--- src/ocp_pkg.sv ---
// Constants, register map and field layouts of the overcurrent monitor.
// Assumes a 100 MHz system clock and a 32-bit APB register bus.
package ocp_pkg;
    ////////////////////////////////////////////////////////////////////
    // Timing
    localparam int CLK_HZ = 100_000_000;
    localparam int US_PER_S = 1_000_000;
    localparam int MS_PER_S = 1000;
    localparam int US_CYC = CLK_HZ / US_PER_S;
    localparam int MS_US = 1000;
    localparam int S_MS = 1000;
    localparam int MIN_S = 60;
    localparam int DIR_FILTER_MS = 2;
    localparam int DIR_CYC = CLK_HZ / MS_PER_S * DIR_FILTER_MS;

    ////////////////////////////////////////////////////////////////////
    // Register offsets
    localparam int ADDR_W = 8;
    localparam logic [7:0] A_CTRL = 8'h00;
    localparam logic [7:0] A_THR = 8'h04;
    localparam logic [7:0] A_DDIS = 8'h08;
    localparam logic [7:0] A_DCHG = 8'h0c;
    localparam logic [7:0] A_DSHT = 8'h10;
    localparam logic [7:0] A_CAL = 8'h14;
    localparam logic [7:0] A_CUR = 8'h18;
    localparam logic [7:0] A_STAT = 8'h1c;
    localparam logic [7:0] A_FCLR = 8'h20;
    localparam logic [7:0] A_ISTAT = 8'h24;
    localparam logic [7:0] A_ICLR = 8'h28;
    localparam logic [7:0] A_IEN = 8'h2c;

    ////////////////////////////////////////////////////////////////////
    // Modes and codes
    typedef enum logic [1:0] {PWR_NORMAL, PWR_IDLE, PWR_SLEEP, PWR_DOWN} pwr_e;
    localparam logic [1:0] GAIN_X5 = 2'h0;
    localparam logic [1:0] GAIN_X50 = 2'h1;
    localparam logic [1:0] GAIN_X500 = 2'h2;
    localparam logic [1:0] GAIN_RSVD = 2'h3;

    ////////////////////////////////////////////////////////////////////
    // Field layouts
    typedef struct packed {
        pwr_e mode;
        logic hostDisFet;
        logic hostChgFet;
        logic hostFetOverride;
        logic [1:0] currentGainSel;
    } ctrl_s;
    typedef struct packed {
        logic [2:0] shortThresholdCode;
        logic [2:0] chgOcThresholdCode;
        logic [2:0] disOcThresholdCode;
    } thr_s;
    typedef struct packed {
        logic [1:0] scale;
        logic [9:0] count;
    } delay_s;
    typedef struct packed {
        logic chargerPresentFlag;
        logic loadPresentFlag;
        logic shortCircuitFlag;
        logic chgOvercurrentFlag;
        logic disOvercurrentFlag;
    } status_s;
    typedef struct packed {
        logic dirChange;
        logic convDone;
        logic shortTrip;
        logic chgTrip;
        logic disTrip;
    } event_s;
    localparam int CTRL_W = $bits(ctrl_s);
    localparam int THR_W = $bits(thr_s);
    localparam int DLY_W = $bits(delay_s);
    localparam int ST_W = $bits(status_s);
    localparam int EV_W = $bits(event_s);
    localparam int CAL_W = 14;
    localparam int CMP_W = 12;
    localparam int MV_W = 9;
    localparam int CMP_LSB = 2;

    ////////////////////////////////////////////////////////////////////
    // Threshold tables in mV, indexed by the 3-bit code
    localparam logic [8:0] DIS_MV [8] = '{9'h004, 9'h008, 9'h010, 9'h018,
                                          9'h020, 9'h030, 9'h040, 9'h060};
    localparam logic [8:0] CHG_MV [8] = '{9'h001, 9'h002, 9'h004, 9'h006,
                                          9'h008, 9'h00c, 9'h010, 9'h018};
    localparam logic [8:0] SC_MV [8] = '{9'h010, 9'h018, 9'h020, 9'h030,
                                         9'h040, 9'h060, 9'h080, 9'h100};
endpackage

--- src/overcurrent_protect_monitor.sv ---
// Digital side of the pack current monitor: gain select, offset-corrected
// conversion store, direction filter, three timed fault detectors, FET drive.
// Assumes the analog front end delivers synchronous comparator levels and a
// sense magnitude in mV measured between senseHighInput and senseLowInput.
//
// Summary of operation
// RL1: Monitor off in sleep and power-down
// RL2: Gain field selects 5x, 50x, 500x
// RL3: Store 14-bit result and 12-bit compare value
// RL4: Offset correction uses calibration constant
// RL5: Direction filtered by 2 ms both ways
// RL6: Detected direction sets its status flag
// RL7: Discharge overcurrent code table 4..96 mV
// RL8: Charge overcurrent code table 1..24 mV
// RL9: Short-circuit code table 16..256 mV
// RL10: Faults declared after continuous programmed delay
// RL11: Scale picks us, ms, s, min
// RL12: Discharge overcurrent sets its flag and load
// RL13: Overcurrent drops FETs unless host override
// RL14: Charge overcurrent sets its flag and charger
// RL15: Short circuit sets its flag and load
// RL16: Short circuit always drops FETs
// RL17: Dropping below threshold restarts the delay
// RL18: Fault flags held until cleared externally
`timescale 1ns/1ps
module overcurrent_protect_monitor #(
    parameter int US_CYC = ocp_pkg::US_CYC,
    parameter int MS_US = ocp_pkg::MS_US,
    parameter int S_MS = ocp_pkg::S_MS,
    parameter int MIN_S = ocp_pkg::MIN_S,
    parameter int DIR_CYC = ocp_pkg::DIR_CYC
) (
    // Clock and reset
    input wire logic clk,
    input wire logic rstn,
    // APB slave
    input wire logic [ocp_pkg::ADDR_W-1:0] paddr,
    input wire logic psel,
    input wire logic penable,
    input wire logic pwrite,
    input wire logic [31:0] pwdata,
    output logic [31:0] prdata,
    output logic pready,
    output logic pslverr,
    // Analog front end
    input wire logic adcValid,
    input wire logic [ocp_pkg::CAL_W-1:0] adcRaw,
    input wire logic [ocp_pkg::MV_W-1:0] senseMv,
    input wire logic outflow,
    input wire logic inflow,
    // Amplifier, FET drivers, interrupt
    output logic [1:0] ampGain,
    output logic chgFetOn,
    output logic disFetOn,
    output logic irq
);
    localparam int PW = $clog2(US_CYC + MS_US + S_MS + MIN_S + 1);
    localparam int DW = $clog2(DIR_CYC + 1);
    localparam logic [3:0][PW-1:0] PRE_LAST = {PW'(MIN_S - 1), PW'(S_MS - 1),
                                               PW'(MS_US - 1), PW'(US_CYC - 1)};
    localparam logic [DW-1:0] DIR_LAST = DW'(DIR_CYC);

    typedef struct packed {
        ocp_pkg::ctrl_s ctrl;
        ocp_pkg::thr_s thr;
        ocp_pkg::delay_s [2:0] dly;
        logic [ocp_pkg::CAL_W-1:0] cal;
        logic [ocp_pkg::CAL_W-1:0] cur;
        logic [ocp_pkg::CMP_W-1:0] cmp;
        ocp_pkg::status_s st;
        logic [1:0] dir;
        logic autoOff;
        logic fetC;
        logic fetD;
        logic [1:0] gain;
        ocp_pkg::event_s ist;
        ocp_pkg::event_s ien;
        logic irq;
        logic [3:0][PW-1:0] pre;
        logic [3:0] tick;
        logic [2:0][10:0] tcnt;
        logic [1:0][DW-1:0] dirCnt;
        logic [31:0] rdata;
        logic rdy;
        logic err;
    } state_s;

    state_s st_r;
    state_s st_nxt;
    logic on;
    logic acc;
    logic we;
    logic ovr;
    logic off;
    logic [1:0] dirRaw;
    logic [3:0] step;
    logic [2:0] hot;
    logic [2:0] conf;
    logic [2:0][ocp_pkg::MV_W-1:0] lim;
    ocp_pkg::status_s clr;
    ocp_pkg::status_s setv;
    ocp_pkg::event_s ev;
    ocp_pkg::event_s iclr;
    logic [31:0] rdat;
    logic err;

    assign on = (st_r.ctrl.mode != ocp_pkg::PWR_SLEEP) &&
                (st_r.ctrl.mode != ocp_pkg::PWR_DOWN); // [RL1]
    assign acc = psel && penable;
    // Writes land on the edge where pready is seen high
    assign we = acc && st_r.rdy && pwrite;
    assign ovr = st_r.ctrl.hostFetOverride;
    assign dirRaw = {inflow, outflow};
    assign step = {st_r.tick[2:0], 1'b1};

    ////////////////////////////////////////////////////////////////////
    // Next state
    always_comb
    begin
        st_nxt = st_r;
        ev = '0;
        hot = '0;
        conf = '0;
        lim = '0;
        rdat = '0;
        err = 1'b0;
        off = 1'b0;
        clr = '0;
        iclr = '0;
        setv = '0;

        // Register writes
        if (we)
        begin
            if (paddr == ocp_pkg::A_CTRL)
                st_nxt.ctrl = ocp_pkg::ctrl_s'(pwdata[ocp_pkg::CTRL_W-1:0]);
            else if (paddr == ocp_pkg::A_THR)
                st_nxt.thr = ocp_pkg::thr_s'(pwdata[ocp_pkg::THR_W-1:0]);
            else if (paddr == ocp_pkg::A_DDIS)
                st_nxt.dly[0] = ocp_pkg::delay_s'(pwdata[ocp_pkg::DLY_W-1:0]);
            else if (paddr == ocp_pkg::A_DCHG)
                st_nxt.dly[1] = ocp_pkg::delay_s'(pwdata[ocp_pkg::DLY_W-1:0]);
            else if (paddr == ocp_pkg::A_DSHT)
                st_nxt.dly[2] = ocp_pkg::delay_s'(pwdata[ocp_pkg::DLY_W-1:0]);
            else if (paddr == ocp_pkg::A_CAL)
                st_nxt.cal = pwdata[ocp_pkg::CAL_W-1:0];
            else if (paddr == ocp_pkg::A_FCLR)
                clr = ocp_pkg::status_s'(pwdata[ocp_pkg::ST_W-1:0]);
            else if (paddr == ocp_pkg::A_ICLR)
                iclr = ocp_pkg::event_s'(pwdata[ocp_pkg::EV_W-1:0]);
            else if (paddr == ocp_pkg::A_IEN)
                st_nxt.ien = ocp_pkg::event_s'(pwdata[ocp_pkg::EV_W-1:0]);
        end

        // Time base: stage 0 steps every cycle, each higher stage on the tick of the one below
        st_nxt.tick = '0;
        for (int i = 0; i < 4; i++)
        begin
            if (step[i])
            begin
                if (st_r.pre[i] == PRE_LAST[i])
                begin
                    st_nxt.pre[i] = '0;
                    st_nxt.tick[i] = 1'b1;
                end
                else
                    st_nxt.pre[i] = st_r.pre[i] + 1'b1;
            end
        end

        // Direction filter, index 0 discharge, 1 charge
        for (int i = 0; i < 2; i++)
        begin
            if (!on)
            begin
                st_nxt.dir[i] = 1'b0; // [RL1]
                st_nxt.dirCnt[i] = '0;
            end
            else if (dirRaw[i] != st_r.dir[i])
            begin
                if (st_r.dirCnt[i] == DIR_LAST)
                begin
                    st_nxt.dir[i] = dirRaw[i]; // [RL5] [RL6]
                    st_nxt.dirCnt[i] = '0;
                    ev.dirChange = 1'b1;
                end
                else
                    st_nxt.dirCnt[i] = st_r.dirCnt[i] + 1'b1;
            end
            else
                st_nxt.dirCnt[i] = '0; // [RL5]
        end

        // Fault detectors: 0 discharge OC, 1 charge OC, 2 short circuit
        lim[0] = ocp_pkg::DIS_MV[st_r.thr.disOcThresholdCode]; // [RL7]
        lim[1] = ocp_pkg::CHG_MV[st_r.thr.chgOcThresholdCode]; // [RL8]
        lim[2] = ocp_pkg::SC_MV[st_r.thr.shortThresholdCode]; // [RL9]
        for (int i = 0; i < 3; i++)
        begin
            hot[i] = on && ((i == 1) ? inflow : outflow) && (senseMv > lim[i]);
            if (!hot[i])
                st_nxt.tcnt[i] = '0; // [RL17]
            // The first unit tick may come at once, so one extra tick is needed
            else if (st_r.tcnt[i] > {1'b0, st_r.dly[i].count})
                conf[i] = 1'b1; // [RL10]
            else if (st_r.tick[st_r.dly[i].scale])
                st_nxt.tcnt[i] = st_r.tcnt[i] + 1'b1; // [RL11]
        end

        // Flags: a set in the same cycle as a clear wins
        setv = {conf[1], conf[0] | conf[2], conf[2], conf[1], conf[0]};
        st_nxt.st = (st_r.st & ~clr) | setv; // [RL12] [RL14] [RL15] [RL18]
        ev.disTrip = conf[0] && !st_r.st.disOvercurrentFlag;
        ev.chgTrip = conf[1] && !st_r.st.chgOvercurrentFlag;
        ev.shortTrip = conf[2] && !st_r.st.shortCircuitFlag;

        // FET drive; the automatic trip lasts while an OC flag stands
        st_nxt.autoOff = ((conf[0] || conf[1]) && !ovr) ||
                         (st_r.autoOff && (st_nxt.st.disOvercurrentFlag ||
                                           st_nxt.st.chgOvercurrentFlag)); // [RL13]
        off = st_nxt.st.shortCircuitFlag || st_nxt.autoOff; // [RL16]
        st_nxt.fetC = !off && (!ovr || st_r.ctrl.hostChgFet); // [RL13]
        st_nxt.fetD = !off && (!ovr || st_r.ctrl.hostDisFet);

        // Conversion store; wraps at 14 bits if the offset overshoots
        if (adcValid && on)
        begin
            st_nxt.cur = adcRaw - st_r.cal; // [RL3] [RL4]
            st_nxt.cmp = st_nxt.cur[ocp_pkg::CAL_W-1:ocp_pkg::CMP_LSB]; // [RL3]
            ev.convDone = 1'b1;
        end

        // Reserved gain code falls back to the widest span
        if (st_r.ctrl.currentGainSel == ocp_pkg::GAIN_RSVD)
            st_nxt.gain = ocp_pkg::GAIN_X5; // [RL2]
        else
            st_nxt.gain = st_r.ctrl.currentGainSel; // [RL2]

        // Interrupts
        st_nxt.ist = (st_r.ist & ~iclr) | ev;
        st_nxt.irq = |(st_nxt.ist & st_nxt.ien);

        // Read decode
        if (paddr == ocp_pkg::A_CTRL)
            rdat = 32'(st_r.ctrl);
        else if (paddr == ocp_pkg::A_THR)
            rdat = 32'(st_r.thr);
        else if (paddr == ocp_pkg::A_DDIS)
            rdat = 32'(st_r.dly[0]);
        else if (paddr == ocp_pkg::A_DCHG)
            rdat = 32'(st_r.dly[1]);
        else if (paddr == ocp_pkg::A_DSHT)
            rdat = 32'(st_r.dly[2]);
        else if (paddr == ocp_pkg::A_CAL)
            rdat = 32'(st_r.cal);
        else if (paddr == ocp_pkg::A_CUR)
            rdat = 32'({st_r.cmp, 2'h0, st_r.cur});
        else if (paddr == ocp_pkg::A_STAT)
            rdat = 32'({st_r.fetD, st_r.fetC, st_r.dir, st_r.st});
        else if (paddr == ocp_pkg::A_ISTAT)
            rdat = 32'(st_r.ist);
        else if (paddr == ocp_pkg::A_IEN)
            rdat = 32'(st_r.ien);
        else if (paddr == ocp_pkg::A_FCLR || paddr == ocp_pkg::A_ICLR)
            rdat = '0;
        else
            err = 1'b1;

        // One wait state gives registered read data
        st_nxt.rdy = acc && !st_r.rdy;
        st_nxt.rdata = st_nxt.rdy ? rdat : '0;
        st_nxt.err = st_nxt.rdy && err;
    end

    always_ff @(posedge clk or negedge rstn)
    begin
        if (!rstn)
            st_r <= '0;
        else
            st_r <= st_nxt;
    end

    assign prdata = st_r.rdata;
    assign pready = st_r.rdy;
    assign pslverr = st_r.err;
    assign ampGain = st_r.gain;
    assign chgFetOn = st_r.fetC;
    assign disFetOn = st_r.fetD;
    assign irq = st_r.irq;
endmodule
--- config.mk ---
export PLATFORM = sky130hd
export DESIGN_NAME = overcurrent_protect_monitor
export DESIGN_NICKNAME = d
export VERILOG_FILES = /design/src/ocp_pkg.sv /design/src/overcurrent_protect_monitor.sv
export SDC_FILE = /design/constraint.sdc
export NUM_CORES = 1
export LEC_CHECK = 0
export BUFFER_PORTS_ARGS = -buffer_cell sky130_fd_sc_hd__buf_2
export CAP_MARGIN = 15
export CELL_PAD_IN_SITES_DETAIL_PLACEMENT = 1
export CELL_PAD_IN_SITES_GLOBAL_PLACEMENT = 1
export CORE_ASPECT_RATIO = 1.75
export CORE_MARGIN = 4
export CORE_UTILIZATION = 40
export DETAILED_ROUTE_END_ITERATION = 7
export PLACE_DENSITY = 0.75
export SYNTH_ARGS = -nofsm -noshare
export SYNTH_HDL_FRONTEND = slang
export SYNTH_SLANG_ARGS = --single-unit
--- constraint.sdc ---
create_clock -name clk -period 4.4 [get_ports clk]
set_clock_uncertainty 0.1 [all_clocks]
set_input_delay 0.88 -clock clk [delete_from_list [all_inputs] [get_ports clk]]
set_output_delay 0.88 -clock clk [all_outputs]
set_load 0.02 [all_outputs]
# Word-level counts from Yosys, hierarchy flattened
# Memory sizes are Yosys's and may differ from the RTL's.
# Cells that the tools add are included.
word_totals:
  reg_bits: 270
  mem_bits_ro: 216
  in_bits: 71
  output_inout_bits: 39
  wordCells: 277
  n_memories: 3
op_classes:
  n_addsub: 10
  order_cmp: 12
  n_eq_ne: 32
  mux: 107
  bitwise: 16
  n_reduce_logical: 45
memory_table:
  columns: ["name", "words", "width", "rd", "rd_ports_with_merged_regs", "wr", "line_no", "source"]
  rows:
  - ["(no name shown)", 8, 9, 1, 0, 0, "overcurrent_protect_monitor.sv:197", "lim[2] = ocp_pkg::SC_MV[st_r.thr.shortThresholdCode];"]
  - ["(no name shown)", 8, 9, 1, 0, 0, "overcurrent_protect_monitor.sv:196", "lim[1] = ocp_pkg::CHG_MV[st_r.thr.chgOcThresholdCode];"]
  - ["(no name shown)", 8, 9, 1, 0, 0, "overcurrent_protect_monitor.sv:195", "lim[0] = ocp_pkg::DIS_MV[st_r.thr.disOcThresholdCode];"]
op_table:
  columns: ["operator", "n"]
  rows:
  - ["28-bit 2-to-1 mux", 7]
  - ["5-bit 2-to-1 mux", 29]
  - ["18-bit 2-to-1 mux", 6]
  - ["11-bit 2-to-1 mux", 9]
  - ["9-bit 2-to-1 mux", 7]
  - ["12-bit by 1-bit adder with 12-bit output, second input constant", 4]
  - ["12-bit 2-to-1 mux", 4]
  - ["1-bit 2-to-1 mux", 40]
  - ["18-bit by 1-bit adder with 18-bit output, second input constant", 2]
  - ["18-bit equality test, second input constant", 2]
  - ["11-bit by 1-bit adder with 11-bit output, second input constant", 3]
  - ["11-bit by 10-bit > comparator with 1-bit output", 3]
  - ["8-bit by 5-bit equality test with 1-bit output, second input constant", 4]
  - ["8-bit by 6-bit equality test with 1-bit output, second input constant", 4]
  - ["32-bit 2-to-1 mux", 1]
  - ["9-bit > comparator", 3]
  - ["12-bit by 10-bit equality test with 1-bit output, second input constant", 2]
  - ["1-bit logical AND", 19]
  - ["8-bit by 4-bit equality test with 1-bit output, second input constant", 2]
  - ["5-bit AND", 3]
  - ["2-bit by 1-bit != test with 1-bit output, second input constant", 7]
  - ["14-bit subtractor", 1]
  - ["12-bit by 6-bit equality test with 1-bit output, second input constant", 1]
  - ["12-bit by 7-bit equality test with 1-bit output, second input constant", 1]
  - ["23 further kinds", 58]

# Logic depth before layout (Yosys ltp)
logic_depth:
  word_depth: 18
  depth_mapped: 10
  ltp_nobuf: 10

# Worst setup path before layout
# Ideal clock, no wire load.
synth_timing:
  path_type: "input to register"
  startpoint: "input senseMv[5] (netlist bit)"
  endpoint: "register st_r, in the netlist chgFetOn"
  setup_time_ns: 0.078
  arrival_ns: 2.565
  t_required_ns: 4.222
  slack_ns: 1.658
  path_stages: 8
  n_path_buf: 0
  cell_sequence: "ha_1 a21o_1 a2111oi_0 a21o_1 nor3_1 o41ai_2 nand4_1 a21oi_1"
synth_rtl:
  columns: ["element", "line_no", "source"]
  rows:
  - ["from (decl)", "overcurrent_protect_monitor.sv:48", "input wire logic [ocp_pkg::MV_W-1:0] senseMv,"]
  - ["to (signal assigned)", "overcurrent_protect_monitor.sv:280", "st_r <= st_nxt;"]
  - ["to (decl)", "overcurrent_protect_monitor.sv:88", "state_s st_r;"]

==> flow_summary.yaml <==
status:
  status: "completed"
timing:
  setup_tns_ns: 0
  fin_crit_ns: 3.28
  worst_slew_pin_slew_ns: 1.10
  slew_headroom_pct: 26.0
  slew_violations: 0
  setup_viol: 0
  period_share_pct: 74.6
  max_freq_mhz: 304
  hold_viol: 0
  rsz0062_at_grt: "no"
yosys:
  synth_compound_area_share_pct: 11.2
  synth-simple-area-share_pct: 18.3
  synth.distinct_cells: 79
  synth_xor_area_share_pct: 6.01
  synth_ff_type: "dfrtp_1"
  synthArstFlopShare_pct: 100
  synth_top_family_by_area: "simple AND/OR/NAND/NOR gates"
  synthTopCellsByArea: "dfrtp_1, ha_1, nand2_1"
  syn_area_um2: 13500
  synth_cells: 1371
  synth-edff-count: 0
  synthAdderAreaFrac_pct: 6.61
  yosysSeqAreaShare_pct: 46.5
  synth-seq-cells: 252
  yosysWarningCount: 0
  avgSynthCellArea_um2: 9.88
  synth_top_area_share_pct: 46.5
  yosys.area.top_type: "dfrtp_1"
  synth_mux_area_share_pct: 5.79
clock_network:
  htreeDepth: 1
  cts_buffers: 26
  clockBufferDepth: 3
  cts_repair_resize_count: 0
  cts_tree: "done"
  cts_setup_buffers: 0
  cts_hold_buf: 0
  clk_latency_ns: 0.54
  cts-root-buf: "clkbuf_16"
  clkTransAtPathRegs_ns: 0.06
  cts_sinks: 252
setup_path:
  cp_common_cell: "inv_1"
  path_cells: "inv_1, mux2_2, ha_1, nand3_1, o21bai_1, a2111o_1, nor3_2, inv_1, o32a_1, nand4_1"
  r2r-start: "st_r[258]"
  crit_type: "reg2reg"
  crit_path_start: "st_r[258]"
  end_kind: "flop"
  slowest_stage: "nor3_2"
  required_ns: 4.75
  slowest_delay_ns: 0.52
  crit_arrival_ns: 3.64
  start_kind: "flop"
  critPathMaxFanout: 5
drt:
  drtIter0Drc: 362
  drt-pass1-iter-count: 7
  vias_per_cell: 5.51
  routed_wl_mm: 37.5
  wire_per_inst_um: 19.7
  ant_nets: 0
  drc_errors: 0
  dr_total_vias: 10500
die:
  core_um2: 33300
  die_area_um2: 37000
  die_x_um: 147
  die_h_um: 251
  pin_count: 110
  rows: 88
  start_util_pct: 40.7
cells_and_area:
  final_common_cell: "dfrtp_1"
  drive_gt1_share_pct: 14.7
  area_growth_pct: 12.0
  layout_common_cells: "dfrtp_1, nand2_1, nor2_1, buf_2"
  layout.nets: 1576
power_and_ir_drop:
  p_leak_nw: 6.94
  p_clk_share_pct: 45.8
  ir_worst_vdd_mv: 0.260
  p_sw_mw: 1.19
  combPwrFrac_pct: 6.5
  p_int_mw: 3.87
  power_density_nw_per_um2: 333
  seqPwrFrac_pct: 47.6
  swShare_pct: 23.6
  power_mw: 5.06
placed_design:
  hpwlAfterDp_mm: 28.7
  gp_congestion: 0.867
  io_buffers: 85
global_route:
  grt_pass1_wl_mm: 60.9
  grt_antenna_before_repair: 1
  track_usage_pct: 20.3
  grt_pass1_vias: 11600
  grt_start_max_net_pins: 108
  grt_overflow: 0
hold_path:
  hold_class: "in2async"
flow_run:
  max_cap_violations: 0
-- cells by family after synthesis --
group                    Yosys count
AND/OR/NAND/NOR                  499
flip-flops                       252
AO/OA/AOI/OAI                    231
buffers and inverters            155
XOR/XNOR                          93
adder cells (fa/ha/maj)           71
multiplexers                      69
other                              1
-- stage by stage --
step                utilization [%]  setup slack [ns]  std cells  cell area, um^2  hold WS (ns)
floorplan                         -              1.66       1376            13600         0.338
global placement               43.0              1.01       1856            14300         0.358
detailed placement             43.0             0.952       1856            14300         0.359
CTS                            45.6              1.12       1902            15200         0.323
global route                   45.7              1.05       1903            15200         0.317
finish                         45.7              1.12       1903            15200         0.241
-- layer usage --
layer | global-route usage, % | vias to the layer above | part of all wire (%)
met4 | 9.33 | 0 | 4.8
met5 | 0 | - | 0
met3 | 2.62 | 89 | 3.4
li1 | - | 4901 | -
met2 | 38.6 | 195 | 54
met1 | 22.0 | 5296 | 38
-- worst max-delay path: cells and delay by family (launching register included) --
| family | cells | cell delay [ns] |
|---|---|---|
| AOI/OAI and AO/OA | 3 | 0.97 |
| adders and majority gates | 1 | 0.28 |
| buffers and inverters | 2 | 0.28 |
| DFF | 1 | 0.46 |
| muxes | 1 | 0.33 |
| and+or+nand+nor | 3 | 0.78 |
-- flip-flops by register name, indices dropped and copies added (netlist names) --
name      count
chgFetOn      1
pslverr       1
pready        1
prdata       26
ovr           1
disFetOn      1
st_r        218
irq           1
ampGain       2
-- synthesized netlist by cell type (4+ instances only) --
library cell / number
inv_1: 81
o21ai_0: 81
o2111ai_1: 5
mux2i_1: 21
nor2b_1: 13
ha_1: 70
nand2b_1: 12
nand2_1: 137
a211oi_1: 5
o31ai_1: 6
buf_2: 6
mux2_2: 45
clkbuf_1: 28
o211ai_1: 6
a21o_1: 11
or3_1: 13
nor2_1: 122
nor4b_1: 6
a21boi_0: 4
xor2_1: 40
nor3_1: 32
o22ai_1: 6
nand4_1: 27
or2_2: 4
and2_1: 20
and3_1: 19
o21a_1: 7
nand3_1: 55
nor3_2: 4
a31oi_1: 8
nor4_1: 13
a221o_1: 4
a221oi_1: 6
buf_4: 34
dfrtp_1: 252
a21oi_1: 34
a22oi_1: 11
xnor2_1: 53
-- cell type report --
| class | instances | area [um^2] |
|---|---|---|
| Sequential cell | 252 | 6310 |
| Timing Repair Buffer | 104 | 591 |
| Antenna cell | 1 | 2.50 |
| Inverter | 81 | 304 |
| Clock buffer | 39 | 781 |
| Fill cell | 3854 | 18100 |
| Tap cell | 450 | 563 |
| Multi-Input combinational cell | 969 | 6520 |
| Clock inverter | 7 | 114 |
-- path summary, 6_finish.rpt --
kind / end / slack [ns] / depth (start not counted)
worst max-delay path: irq / 1.12 / 10
worst min-delay path: st_r[137] / 0.24 / 1
worst max register to register: irq / 1.12 / 10
worst min register to register: st_r[142] / 0.37 / 1
max in group asynchronous: prdata[0] / 2.89 / 2
min in group clk: st_r[142] / 0.37 / 1
-- power groups by stage --
stage	combinational, mW	sequential [mW]	clock [mW]
3_5_place_dp	0.333	2.45	0
2_1_floorplan	0.160	2.45	0
5_1_grt	0.370	2.41	2.48
4_1_cts	0.338	2.41	2.38
3_3_place_gp	0.321	2.45	0
6_report	0.331	2.41	2.32
(Power assumes the default switching activity.)
